File: src/pkg/ats_pkg.sv
// Constants, types and decode helpers for the trigger source selector
package ats_pkg;

  // ----------------------------------------------------------------
  // Register map (byte addresses, low bits decoded)
  // ----------------------------------------------------------------
  localparam logic [7:0]  ADDR_TRIG_SEL  = 8'h00;
  localparam logic [7:0]  ADDR_CTRL      = 8'h04;
  localparam logic [23:0] ADDR_HI_ZERO   = 24'h00_0000;
  localparam logic [15:0] TRIG_SEL_RESET = 16'h0000;

  // ----------------------------------------------------------------
  // Field positions
  // ----------------------------------------------------------------
  localparam int SEL_W        = 4;
  localparam int M0G1_SEL_LSB = 8;
  localparam int M1G0_SEL_LSB = 4;
  localparam int M0_START_BIT = 0;
  localparam int M0_MODE_LSB  = 1;
  localparam int M1_START_BIT = 8;
  localparam int M1_MODE_LSB  = 9;

  // ----------------------------------------------------------------
  // Operating modes and trigger codes
  // ----------------------------------------------------------------
  typedef enum logic [1:0] {
    MODE_SINGLE,
    MODE_SCAN4,
    MODE_SCAN2,
    MODE_RSVD
  } ats_mode_e;

  localparam logic [3:0] CODE_EXT  = 4'h0;
  localparam logic [3:0] CODE_TRGA = 4'h1;
  localparam logic [3:0] CODE_CH0  = 4'h2;
  localparam logic [3:0] CODE_DLYA = 4'h3;
  localparam logic [3:0] CODE_DLYB = 4'h4;
  localparam int         NUM_LINES = 5;

  // Codes 0101..1111 select no line at all
  function automatic logic ats_sel_line(input logic [3:0] code,
                                        input logic [4:0] lines);
    logic hit;
    hit = 1'b0;
    if (code <= CODE_DLYB) begin
      hit = lines[code[2:0]];
    end
    return hit;
  endfunction : ats_sel_line

endpackage : ats_pkg

File: src/pkg/ats_trig_if.sv
// Trigger request lines shared by the selector and its edge units
`timescale 1ns/1ns
interface ats_trig_if;
  // [0] ext pin, [1] timer A, [2] ch0 compare, [3] delay A, [4] delay B
  logic [4:0] lines;
  modport drive (output lines);
  modport sense (input  lines);
endinterface : ats_trig_if

File: src/ats_trig_edge.sv
// One trigger selector with rising edge detection
`timescale 1ns/1ns
module ats_trig_edge
  import ats_pkg::*;
(
  input  wire logic       clock,
  input  wire logic       rstn,
  ats_trig_if.sense       trig,
  input  wire logic [3:0] sel,
  output logic            startReq
);

  logic cur;
  logic prev_q;

  assign cur      = ats_sel_line(sel, trig.lines);
  // A level held high starts only once
  assign startReq = cur & ~prev_q;

  always_ff @(posedge clock or negedge rstn) begin
    if (!rstn) begin
      prev_q <= 1'b0;
    end else begin
      prev_q <= cur;
    end
  end

endmodule : ats_trig_edge

File: src/ats_top.sv
// Trigger source selector for two converter groups, AHB-Lite slave
// Contract
// - Bits 11..8 pick module 0 group 1 trigger
// - Bits 7..4 pick module 1 group 0 trigger
// - Code 0000 selects the external trigger pin
// - Code 0001 selects timer trigger A
// - Code 0010 selects timer channel 0 compare
// - Codes 0011/0100 select delayed requests A/B
// - Module 0 group 1 only in 2-channel scan
`timescale 1ns/1ns
module ats_top
  import ats_pkg::*;
(
  input  wire logic        clock,
  input  wire logic        rstn,
  input  wire logic        hsel,
  input  wire logic [31:0] haddr,
  input  wire logic [1:0]  htrans,
  input  wire logic        hwrite,
  input  wire logic [2:0]  hsize,
  input  wire logic [31:0] hwdata,
  input  wire logic        hready,
  output logic      [31:0] hrdata,
  output logic             hreadyout,
  output logic             hresp,
  input  wire logic        externalTriggerPin,
  input  wire logic        timerTriggerA,
  input  wire logic        timerCh0CompareTrigger,
  input  wire logic        timerDelayedRequestA,
  input  wire logic        timerDelayedRequestB,
  input  wire logic        mod0ConvDone,
  input  wire logic        mod1ConvDone,
  output logic             mod0StartBit,
  output logic             mod1StartBit
);

  // ----------------------------------------------------------------
  // Registers
  // ----------------------------------------------------------------
  logic [15:0] trigSel_q, trigSel_d;
  ats_mode_e   mode0_q, mode0_d;
  ats_mode_e   mode1_q, mode1_d;
  logic        start0_q, start0_d;
  logic        start1_q, start1_d;
  logic        wrPend_q, wrPend_d;
  logic [7:0]  wrAddr_q, wrAddr_d;
  logic [31:0] hrdata_q, hrdata_d;
  logic        hreadyout_q;

  // ----------------------------------------------------------------
  // Bus decode
  // ----------------------------------------------------------------
  logic        addrOk;
  logic        addrHit;
  logic        rdTake;
  logic        wrSel;
  logic        wrCtrl;
  logic [31:0] rdVal;
  logic [31:0] ctrlVal;

  // Only whole-word transfers are issued, so hsize is not decoded
  assign addrOk  = hsel & htrans[1] & hready;
  assign addrHit = (haddr[31:8] == ADDR_HI_ZERO);
  assign rdTake  = addrOk & ~hwrite;
  assign wrPend_d = addrOk & hwrite & addrHit;
  assign wrAddr_d = addrOk ? haddr[7:0] : wrAddr_q;
  assign wrSel   = wrPend_q & (wrAddr_q == ADDR_TRIG_SEL);
  assign wrCtrl  = wrPend_q & (wrAddr_q == ADDR_CTRL);

  // Reads see the value after a write still in its data phase
  assign ctrlVal = {21'h00_0000, mode1_d, start1_d,
                    5'h00, mode0_d, start0_d};
  assign rdVal   = !addrHit                  ? 32'h0000_0000 :
                   (haddr[7:0] == ADDR_TRIG_SEL) ? {16'h0000, trigSel_d} :
                   (haddr[7:0] == ADDR_CTRL)     ? ctrlVal :
                                                   32'h0000_0000;
  assign hrdata_d = rdTake ? rdVal : 32'h0000_0000;

  // ----------------------------------------------------------------
  // Trigger selection
  // ----------------------------------------------------------------
  ats_trig_if trigIf ();
  logic g1Req;
  logic m1Req;
  logic setHw0;
  logic setHw1;

  // Line index equals the select code for codes 0 to 4
  assign trigIf.lines = {timerDelayedRequestB, timerDelayedRequestA,
                         timerCh0CompareTrigger, timerTriggerA,
                         externalTriggerPin};

  ats_trig_edge uG1Edge (
    .clock    (clock),
    .rstn     (rstn),
    .trig     (trigIf.sense),
    .sel      (trigSel_q[M0G1_SEL_LSB +: SEL_W]),
    .startReq (g1Req)
  );

  ats_trig_edge uM1Edge (
    .clock    (clock),
    .rstn     (rstn),
    .trig     (trigIf.sense),
    .sel      (trigSel_q[M1G0_SEL_LSB +: SEL_W]),
    .startReq (m1Req)
  );

  // Group 1 of module 0 exists only in 2-channel scan
  assign setHw0 = g1Req & (mode0_q == MODE_SCAN2);
  assign setHw1 = m1Req & (mode1_q != MODE_RSVD);

  // ----------------------------------------------------------------
  // Next state
  // ----------------------------------------------------------------
  assign trigSel_d = wrSel ? hwdata[15:0] : trigSel_q;
  assign mode0_d   = wrCtrl ? ats_mode_e'(hwdata[M0_MODE_LSB +: 2])
                            : mode0_q;
  assign mode1_d   = wrCtrl ? ats_mode_e'(hwdata[M1_MODE_LSB +: 2])
                            : mode1_q;
  // A trigger in the same cycle as a clear still starts conversion
  assign start0_d  = setHw0 | (wrCtrl ? hwdata[M0_START_BIT]
                                      : start0_q & ~mod0ConvDone);
  assign start1_d  = setHw1 | (wrCtrl ? hwdata[M1_START_BIT]
                                      : start1_q & ~mod1ConvDone);

  always_ff @(posedge clock or negedge rstn) begin
    if (!rstn) begin
      trigSel_q <= TRIG_SEL_RESET;
      mode0_q   <= MODE_SINGLE;
      mode1_q   <= MODE_SINGLE;
      start0_q  <= 1'b0;
      start1_q  <= 1'b0;
    end else begin
      trigSel_q <= trigSel_d;
      mode0_q   <= mode0_d;
      mode1_q   <= mode1_d;
      start0_q  <= start0_d;
      start1_q  <= start1_d;
    end
  end

  always_ff @(posedge clock or negedge rstn) begin
    if (!rstn) begin
      wrPend_q    <= 1'b0;
      wrAddr_q    <= 8'h00;
      hrdata_q    <= 32'h0000_0000;
      hreadyout_q <= 1'b1;
    end else begin
      wrPend_q    <= wrPend_d;
      wrAddr_q    <= wrAddr_d;
      hrdata_q    <= hrdata_d;
      hreadyout_q <= 1'b1;
    end
  end

  assign hrdata       = hrdata_q;
  assign hreadyout    = hreadyout_q;
  assign hresp        = 1'b0;
  assign mod0StartBit = start0_q;
  assign mod1StartBit = start1_q;

  logic [3:0] selG1;
  logic [3:0] selM1;
  logic       m1ModeOk;
  assign selG1    = trigSel_q[M0G1_SEL_LSB +: SEL_W];
  assign selM1    = trigSel_q[M1G0_SEL_LSB +: SEL_W];
  assign m1ModeOk = (mode1_q != MODE_RSVD);
endmodule : ats_top

File: config.mk
export PLATFORM = sky130hd
export DESIGN_NAME = ats_top
export DESIGN_NICKNAME = d
export VERILOG_FILES = /design/src/pkg/ats_pkg.sv /design/src/pkg/ats_trig_if.sv /design/src/ats_trig_edge.sv /design/src/ats_top.sv
export SDC_FILE = /design/constraint.sdc
export NUM_CORES = 1
export LEC_CHECK = 0
export ABC_AREA = 1
export BUFFER_PORTS_ARGS = -buffer_cell sky130_fd_sc_hd__buf_2
export CAP_MARGIN = 20
export CORE_MARGIN = 1.5
export CORE_UTILIZATION = 50
export CTS_CLUSTER_DIAMETER = 30
export CTS_CLUSTER_SIZE = 40
export DETAILED_ROUTE_END_ITERATION = 6
export HOLD_SLACK_MARGIN = 0.03
export PLACE_DENSITY = 0.95
export SYNTH_ARGS = -nofsm -noshare
export SYNTH_HDL_FRONTEND = slang
export SYNTH_SLANG_ARGS = --single-unit
File: constraint.sdc
create_clock -name clock -period 2.4 [get_ports clock]
set_clock_uncertainty 0.2 [all_clocks]
set_input_delay 0.24 -clock clock [delete_from_list [all_inputs] [get_ports clock]]
set_output_delay 0.24 -clock clock [all_outputs]
set_load 0.02 [all_outputs]
; After elaboration in Yosys (flattened, before gate mapping)
; Cells that the tools add are included.
[word_totals]
register_bits = 49
input_bits = 81
out_inout_bits = 36
elab_cells = 56
[classes]
order_cmp = 4
eq_ne = 4
muxes = 15
n_bitwise = 20
n_reduce_logical = 3
[op_table]
columns = op, count
row1 = two-way mux 16 bit, 4
row2 = zero test 24 bit, 1
row3 = "== test 8 x 3 -> 1 bit, second input constant", 2
row4 = zero test 8 bit, 2
row5 = bitwise AND 1 bit, 13
row6 = two-way mux 11 bit, 1
row7 = "less-or-equal comparator 4 x 3 -> 1 bit, second input constant", 2
row8 = "less-than comparator 3 x 4 -> 1 bit, second input constant", 2
row9 = binary-select mux 1 bit (select 3 bit), 2
row10 = two-way mux 1 bit, 6
row11 = inverter 1 bit, 5
row12 = two-way mux 2 bit, 2
row13 = "== test 2 bit, second input constant", 1
row14 = "inequality test 2 bit, second input constant", 1
row15 = bitwise OR 1 bit, 2

; Depth between registers and ports, before layout
[depth]
ltp_word = 10
mapped_depth = 10
depth_no_buf = 10

; Cells and area by module
; From an unflattened synthesis, not the netlist that was laid out.
[unflattened]
hier_cells = 298
area_unflattened_um2 = 2466.1
[modules_own_cells]
columns = module, n_inst, cells_each, area_per_inst_um2, seq_area_each_um2
row1 = ats_top, 1, 254, 2238.4, 1176.1
row2 = ats_trig_edge, 2, 22, 113.9, 25.0

; Worst setup path before layout
; No wires, ideal clock.
[synth_timing]
path_kind = flip-flop to flip-flop
from = register wrAddr_q[7]
to = register hrdata_q[8] (netlist: hrdata[8])
setup_time_ps = 118
arrival_time_ps = 1132
required_time_ps = 2082
slack_ps = 950
path_stages_with_launch = 10
n_path_buf = 1
synth_period_minus_slack_ps = 1450
path_cell_list = dfrtp_1 -> nor2_2 -> nand2_2 -> nor2_2 -> nand2_1 -> buf_2 -> nand2_1 -> nand2_1 -> nand4_1 -> nand2_1
[synth_between]
word_cells_on_any_way = 11
classes_between = eq/ne: 1 / mux: 6 / bitwise: 3 / reduce/logical: 1
[synth_rtl]
columns = element, line
row1 = start: declaration, ats_top.sv:46  ; logic [7:0] wrAddr_q, wrAddr_d;
row2 = start signal: assignment, ats_top.sv:151  ; wrAddr_q <= wrAddr_d;
row3 = zero test 8 bit, ats_top.sv:67  ; assign wrSel = wrPend_q & (wrAddr_q == ADDR_TRIG_SEL);
row4 = bitwise AND 1 bit, ats_top.sv:67
row5 = two-way mux 16 bit, ats_top.sv:116  ; assign trigSel_d = wrSel ? hwdata[15:0] : trigSel_q;
row6 = net trigSel_d[8], ats_top.sv:40  ; logic [15:0] trigSel_q, trigSel_d;
row7 = two-way mux 16 bit, ats_top.sv:74  ; (haddr[7:0] == ADDR_TRIG_SEL) ? {16'h0000, trigSel_d} :
row8 = two-way mux 16 bit, ats_top.sv:73  ; assign rdVal = !addrHit ? 32'h0000_0000 :
row9 = two-way mux 16 bit, ats_top.sv:77  ; assign hrdata_d = rdTake ? rdVal : 32'h0000_0000;
row10 = net hrdata_d[8], ats_top.sv:47  ; logic [31:0] hrdata_q, hrdata_d;
row11 = end signal: assignment, ats_top.sv:152  ; hrdata_q <= hrdata_d;
row12 = end: declaration, ats_top.sv:47
; The timed path passes the listed nets, and every way through them passes these cells.
; A chain may end at the register's enable or synchronous reset.

; Worst setup path in the final report
[layout_timing]
from = register wrAddr_q[1]
to = register hrdata_q[10] (netlist: hrdata[10])
; The elaborated chain is that of the path after synthesis.

==> impl_table.tex <==
\begin{tabular}{lr}
\hline
Metric & Value \\
\hline
\multicolumn{2}{l}{\textbf{Outcome}} \\
\quad Run status & completed \\
\multicolumn{2}{l}{\textbf{Critical path}} \\
\quad Stage delay of the slowest cell on the critical path & $\sim$0.44 ns \\
\quad Depth of the most critical reg-to-reg path & 8 \\
\quad CP startpoint kind & flip-flop \\
\quad Series of cell instances along the critical path & nor2\_2 > nand2\_1 > nor2\_2 > nand2\_1 > nand2\_1 > nand2\_1 > nand4\_1 > nand2\_1 \\
\quad Setup Crit Path Kind & reg2reg \\
\quad Cell repeated most along the worst path & nand2\_1 \\
\quad Master of the slowest instance on the critical path & nand2\_1 \\
\quad Number of cells on the critical path & 8 \\
\quad CP required & 2.39 ns \\
\quad Category of the worst setup path capture point & flip-flop \\
\quad Critical path peak fanout & 20 \\
\quad Buffers \& Inverters on Critical Path & 0 \\
\quad Data arrival at the endpoint of the critical path & 1.96 ns \\
\quad Kind of cell with the highest combined delay on the critical path & simple AND/OR/NAND/NOR gates \\
\multicolumn{2}{l}{\textbf{Global route}} \\
\quad Global routing usage on met3 & 0.0414 \\
\quad Met2 track demand over resource & 0.389 \\
\quad Fraction of met1 tracks used by global routing & 0.239 \\
\quad Busiest layer in global routing & met2 \\
\quad Overall global routing resource usage & 0.212 \\
\quad Global-route wire length before repair & 8640 um \\
\quad Vias in the first global route & 2077 \\
\quad Pin count of the biggest net entering global routing & 23 \\
\quad Antenna violations before repair & 0 \\
\quad Remaining global-route overflow & 0 \\
\multicolumn{2}{l}{\textbf{Pwr}} \\
\quad Overall power after layout & 1740 uW \\
\quad Peak supply drop & about 0.00026 V \\
\quad Power density of the placed cells & 555 nW/um2 \\
\quad Leakage Power & 0.00175 uW \\
\multicolumn{2}{l}{\textbf{Floorplan}} \\
\quad Row Count & 25 \\
\quad Initial cell density of the core & 0.517 \\
\quad Area of the core & 4690 um2 \\
\quad Count of pins on the block boundary & 117 \\
\quad Chip height & 72.6 um \\
\quad Die footprint & 5270 um2 \\
\quad Die Width & 72.6 um \\
\multicolumn{2}{l}{\textbf{Layout}} \\
\quad Synth-to-Final Area Change & 29.5\% \\
\quad Finished Layout Cells & 452 \\
\quad Fraction of final layout cells sized beyond drive strength 1 & 0.276 \\
\quad Number of fillers in the final layout & 392 \\
\quad Final-stage net count & roughly 480 \\
\quad Multi-input gate area in the final layout & 966 um2 \\
\quad Sequential cell area & between 1000 and 1500 um2 \\
\quad N\_diodes & 0 \\
\multicolumn{2}{l}{\textbf{Synth}} \\
\quad Ranking of synthesized cells by area & dfrtp\_1, nand2\_1, buf\_4 \\
\quad Netlist cell types & 27 \\
\quad Top cell type's share of synthesized area & 0.506 \\
\quad Leading cell types by count after synthesis & nand2\_1, dfrtp\_1, inv\_1 \\
\quad Proportion of synthesized flip-flops having asynchronous set or reset & 1.00 \\
\quad Syn Std Cell Area & 2420 um2 \\
\quad Warnings from Yosys & 0 \\
\quad Mean instance size in the synthesized netlist & just over 8 um2 \\
\quad Post-synthesis cell count & 295 \\
\quad Most used standard cell by instance count after synthesis & nand2\_1 \\
\quad Prevailing post-synth register cell & dfrtp\_1 \\
\quad Count of flip-flops with a built-in enable after synthesis & 0 \\
\quad Largest area contributor in the netlist & dfrtp\_1 \\
\quad Sequential area share after synthesis & 0.506 \\
\quad FF+latch count, synth & 49 \\
\multicolumn{2}{l}{\textbf{Placed design}} \\
\quad Number of placed instances with taps included & roughly 420 \\
\quad Final weighted congestion in routability-driven placement & 0.838 \\
\quad Port-buffer cells & between 70 and 80 \\
\quad Sum of net half-perimeters after detailed placement & 3720 um \\
\multicolumn{2}{l}{\textbf{Clock tree}} \\
\quad Clk pin slew, worst setup/hold paths & 0.08 ns \\
\quad Number of post-CTS setup repair buffers & 0 \\
\quad Total clock sinks & just under 50 \\
\quad Max Buffers Root-to-Sink & 2 \\
\quad Count of H-tree levels built during CTS & 2 \\
\quad Number of buffers added by the clock tree synthesis step & 5 \\
\quad Clk Tree Root Cell & clkbuf\_8 \\
\quad Resized Gates After CTS & 0 \\
\quad Skew-Pair Late Insertion Delay & 0.30 ns \\
\quad CTS tree & done \\
\multicolumn{2}{l}{\textbf{Drt}} \\
\quad Via-to-Cell Ratio & 4.82 \\
\quad DRC marker count from the first detailed-route iteration & 126 \\
\quad Residual DRC & 0 \\
\quad DR WL/cell & between 10 and 15 um \\
\quad Overall via count from detail\_route & roughly 2200 \\
\quad ANT nets after route & 0 \\
\quad DRT Pass-1 Iters & 5 \\
\quad Wire length after detailed routing & 5290 um \\
\multicolumn{2}{l}{\textbf{STA}} \\
\quad Total negative slack & 0 ns \\
\quad Normalized max-slew margin & 0.495 \\
\quad Final Hold Fails & 0 \\
\quad Time the worst path needs with I/O delays and setup & 1.98 ns \\
\quad Endpoints failing setup & 0 \\
\quad Max Clk Rate & 0.506 GHz \\
\quad Share of the cycle needed by the critical path after routing & 0.824 \\
\quad Unrepaired setup endpoints after global routing & no \\
\quad Slew @ Worst Pin & 0.756 ns \\
\quad Max-slew violation count & 0 \\
\multicolumn{2}{l}{\textbf{Flow run}} \\
\quad Max-capacitance violation count & 0 \\
\multicolumn{2}{l}{\textbf{Min path}} \\
\quad Worst hold path type & in2reg \\
\quad Worst hold stages & 3 \\
\hline
\end{tabular}
## where the power goes
part | leakage, uW | internal [uW] | total (uW) | switching [uW]
Clock | 0.0000681 | 414 | 676 | 262
Combinational | 0.00111 | 86.3 | 202 | 115
Sequential | 0.000568 | 846 | 863 | 16.6
## worst register-to-register path, stage by stage, from the launching register on
cell	delay, ns
dfrtp_1	0.40
nor2_2	0.15
nand2_1	0.08
nor2_2	0.11
nand2_1	0.44
nand2_1	0.19
nand2_1	0.11
nand4_1	0.10
nand2_1	0.09
## layout make-up
| type | instances | share of cell area |
|---|---|---|
| Sequential cell | 49 | 0.391 |
| Multi-Input combinational cell | 206 | 0.308 |
| Timing Repair Buffer | 102 | 0.198 |
| Inverter | 33 | 0.0395 |
| Clock buffer | 5 | 0.0219 |
| Tap cell | 54 | 0.0215 |
| Clock inverter | 3 | 0.0207 |
## stage by stage
step	instance area (um2)	util	hold WS, ns	worst slack, ns
floorplan	2480	-	-0.256	0.950
CTS	3140	0.669	0.0332	0.438
detailed placement	2800	0.598	-0.0223	0.458
global route	3140	0.669	0.0577	0.243
global placement	2800	0.598	-0.0323	0.477
finish	3140	0.669	0.0299	0.423
## per-layer routing
metal | share of wire | up-vias | wire, um
li1 | - | 1093 | -
met1 | 0.40 | 987 | 2130
met2 | 0.52 | 88 | 2740
met3 | 0.059 | 11 | 314
met4 | 0.020 | 0 | 105
met5 | 0 | - | 0
## worst paths after layout
kind / start / to / slack, ns
min reg2reg: trigSel_q[12]$_DFF_PN0_ / trigSel_q[12]$_DFF_PN0_ / 0.28
max in group asynchronous: rstn / trigSel_q[12]$_DFF_PN0_ / 1.18
max reg2reg: wrAddr_q[1]$_DFFE_PN0P_ / hrdata[10]$_DFF_PN0_ / 0.42
min: haddr[3] / wrAddr_q[3]$_DFFE_PN0P_ / 0.03
max: wrAddr_q[1]$_DFFE_PN0P_ / hrdata[10]$_DFF_PN0_ / 0.42
min in group asynchronous: rstn / mode1_q[0]$_DFF_PN0_ / 0.19
## logic make-up (layout without fill, tap and decap cells)
family / count (synthesis) / after routing / share of synthesized area
flip-flops: 49 / 49 / 0.506
other: 2 / 18 / 0.00310
buffers and inverters: 56 / 143 / 0.120
AO/OA/AOI/OAI: 22 / 22 / 0.0532
AND/OR/NAND/NOR: 166 / 166 / 0.318
## cell usage in the layout, fill, tap and decap left out, drive strengths merged
master,netlist,layout
or2,1,1
clkinv,1,2
bufinv,0,2
buf,22,82
o21ai,14,14
nor3,2,2
nand3b,1,1
and2,2,2
nand4,10,10
clkbuf,1,5
nor2b,5,5
nand3,27,27
a21oi,8,8
dlygate4sd3,0,20
conb,2,18
nor2,27,27
inv,32,32
dfrtp,49,49
nand2,90,90
nor3b,1,1
## flip-flops by register name (all words and copies together) (netlist names), 2 cells and up
register   cells
mode1_q        2
wrAddr_q       8
mode0_q        2
trigSel_q     16
hrdata        16
## repair_timing
action	CTS	global route
setup endpoints to repair	0	0
hold buffers	20	0
endpoints found under the hold margin	52	0
No activity file was read; power rests on OpenSTA's default activity.
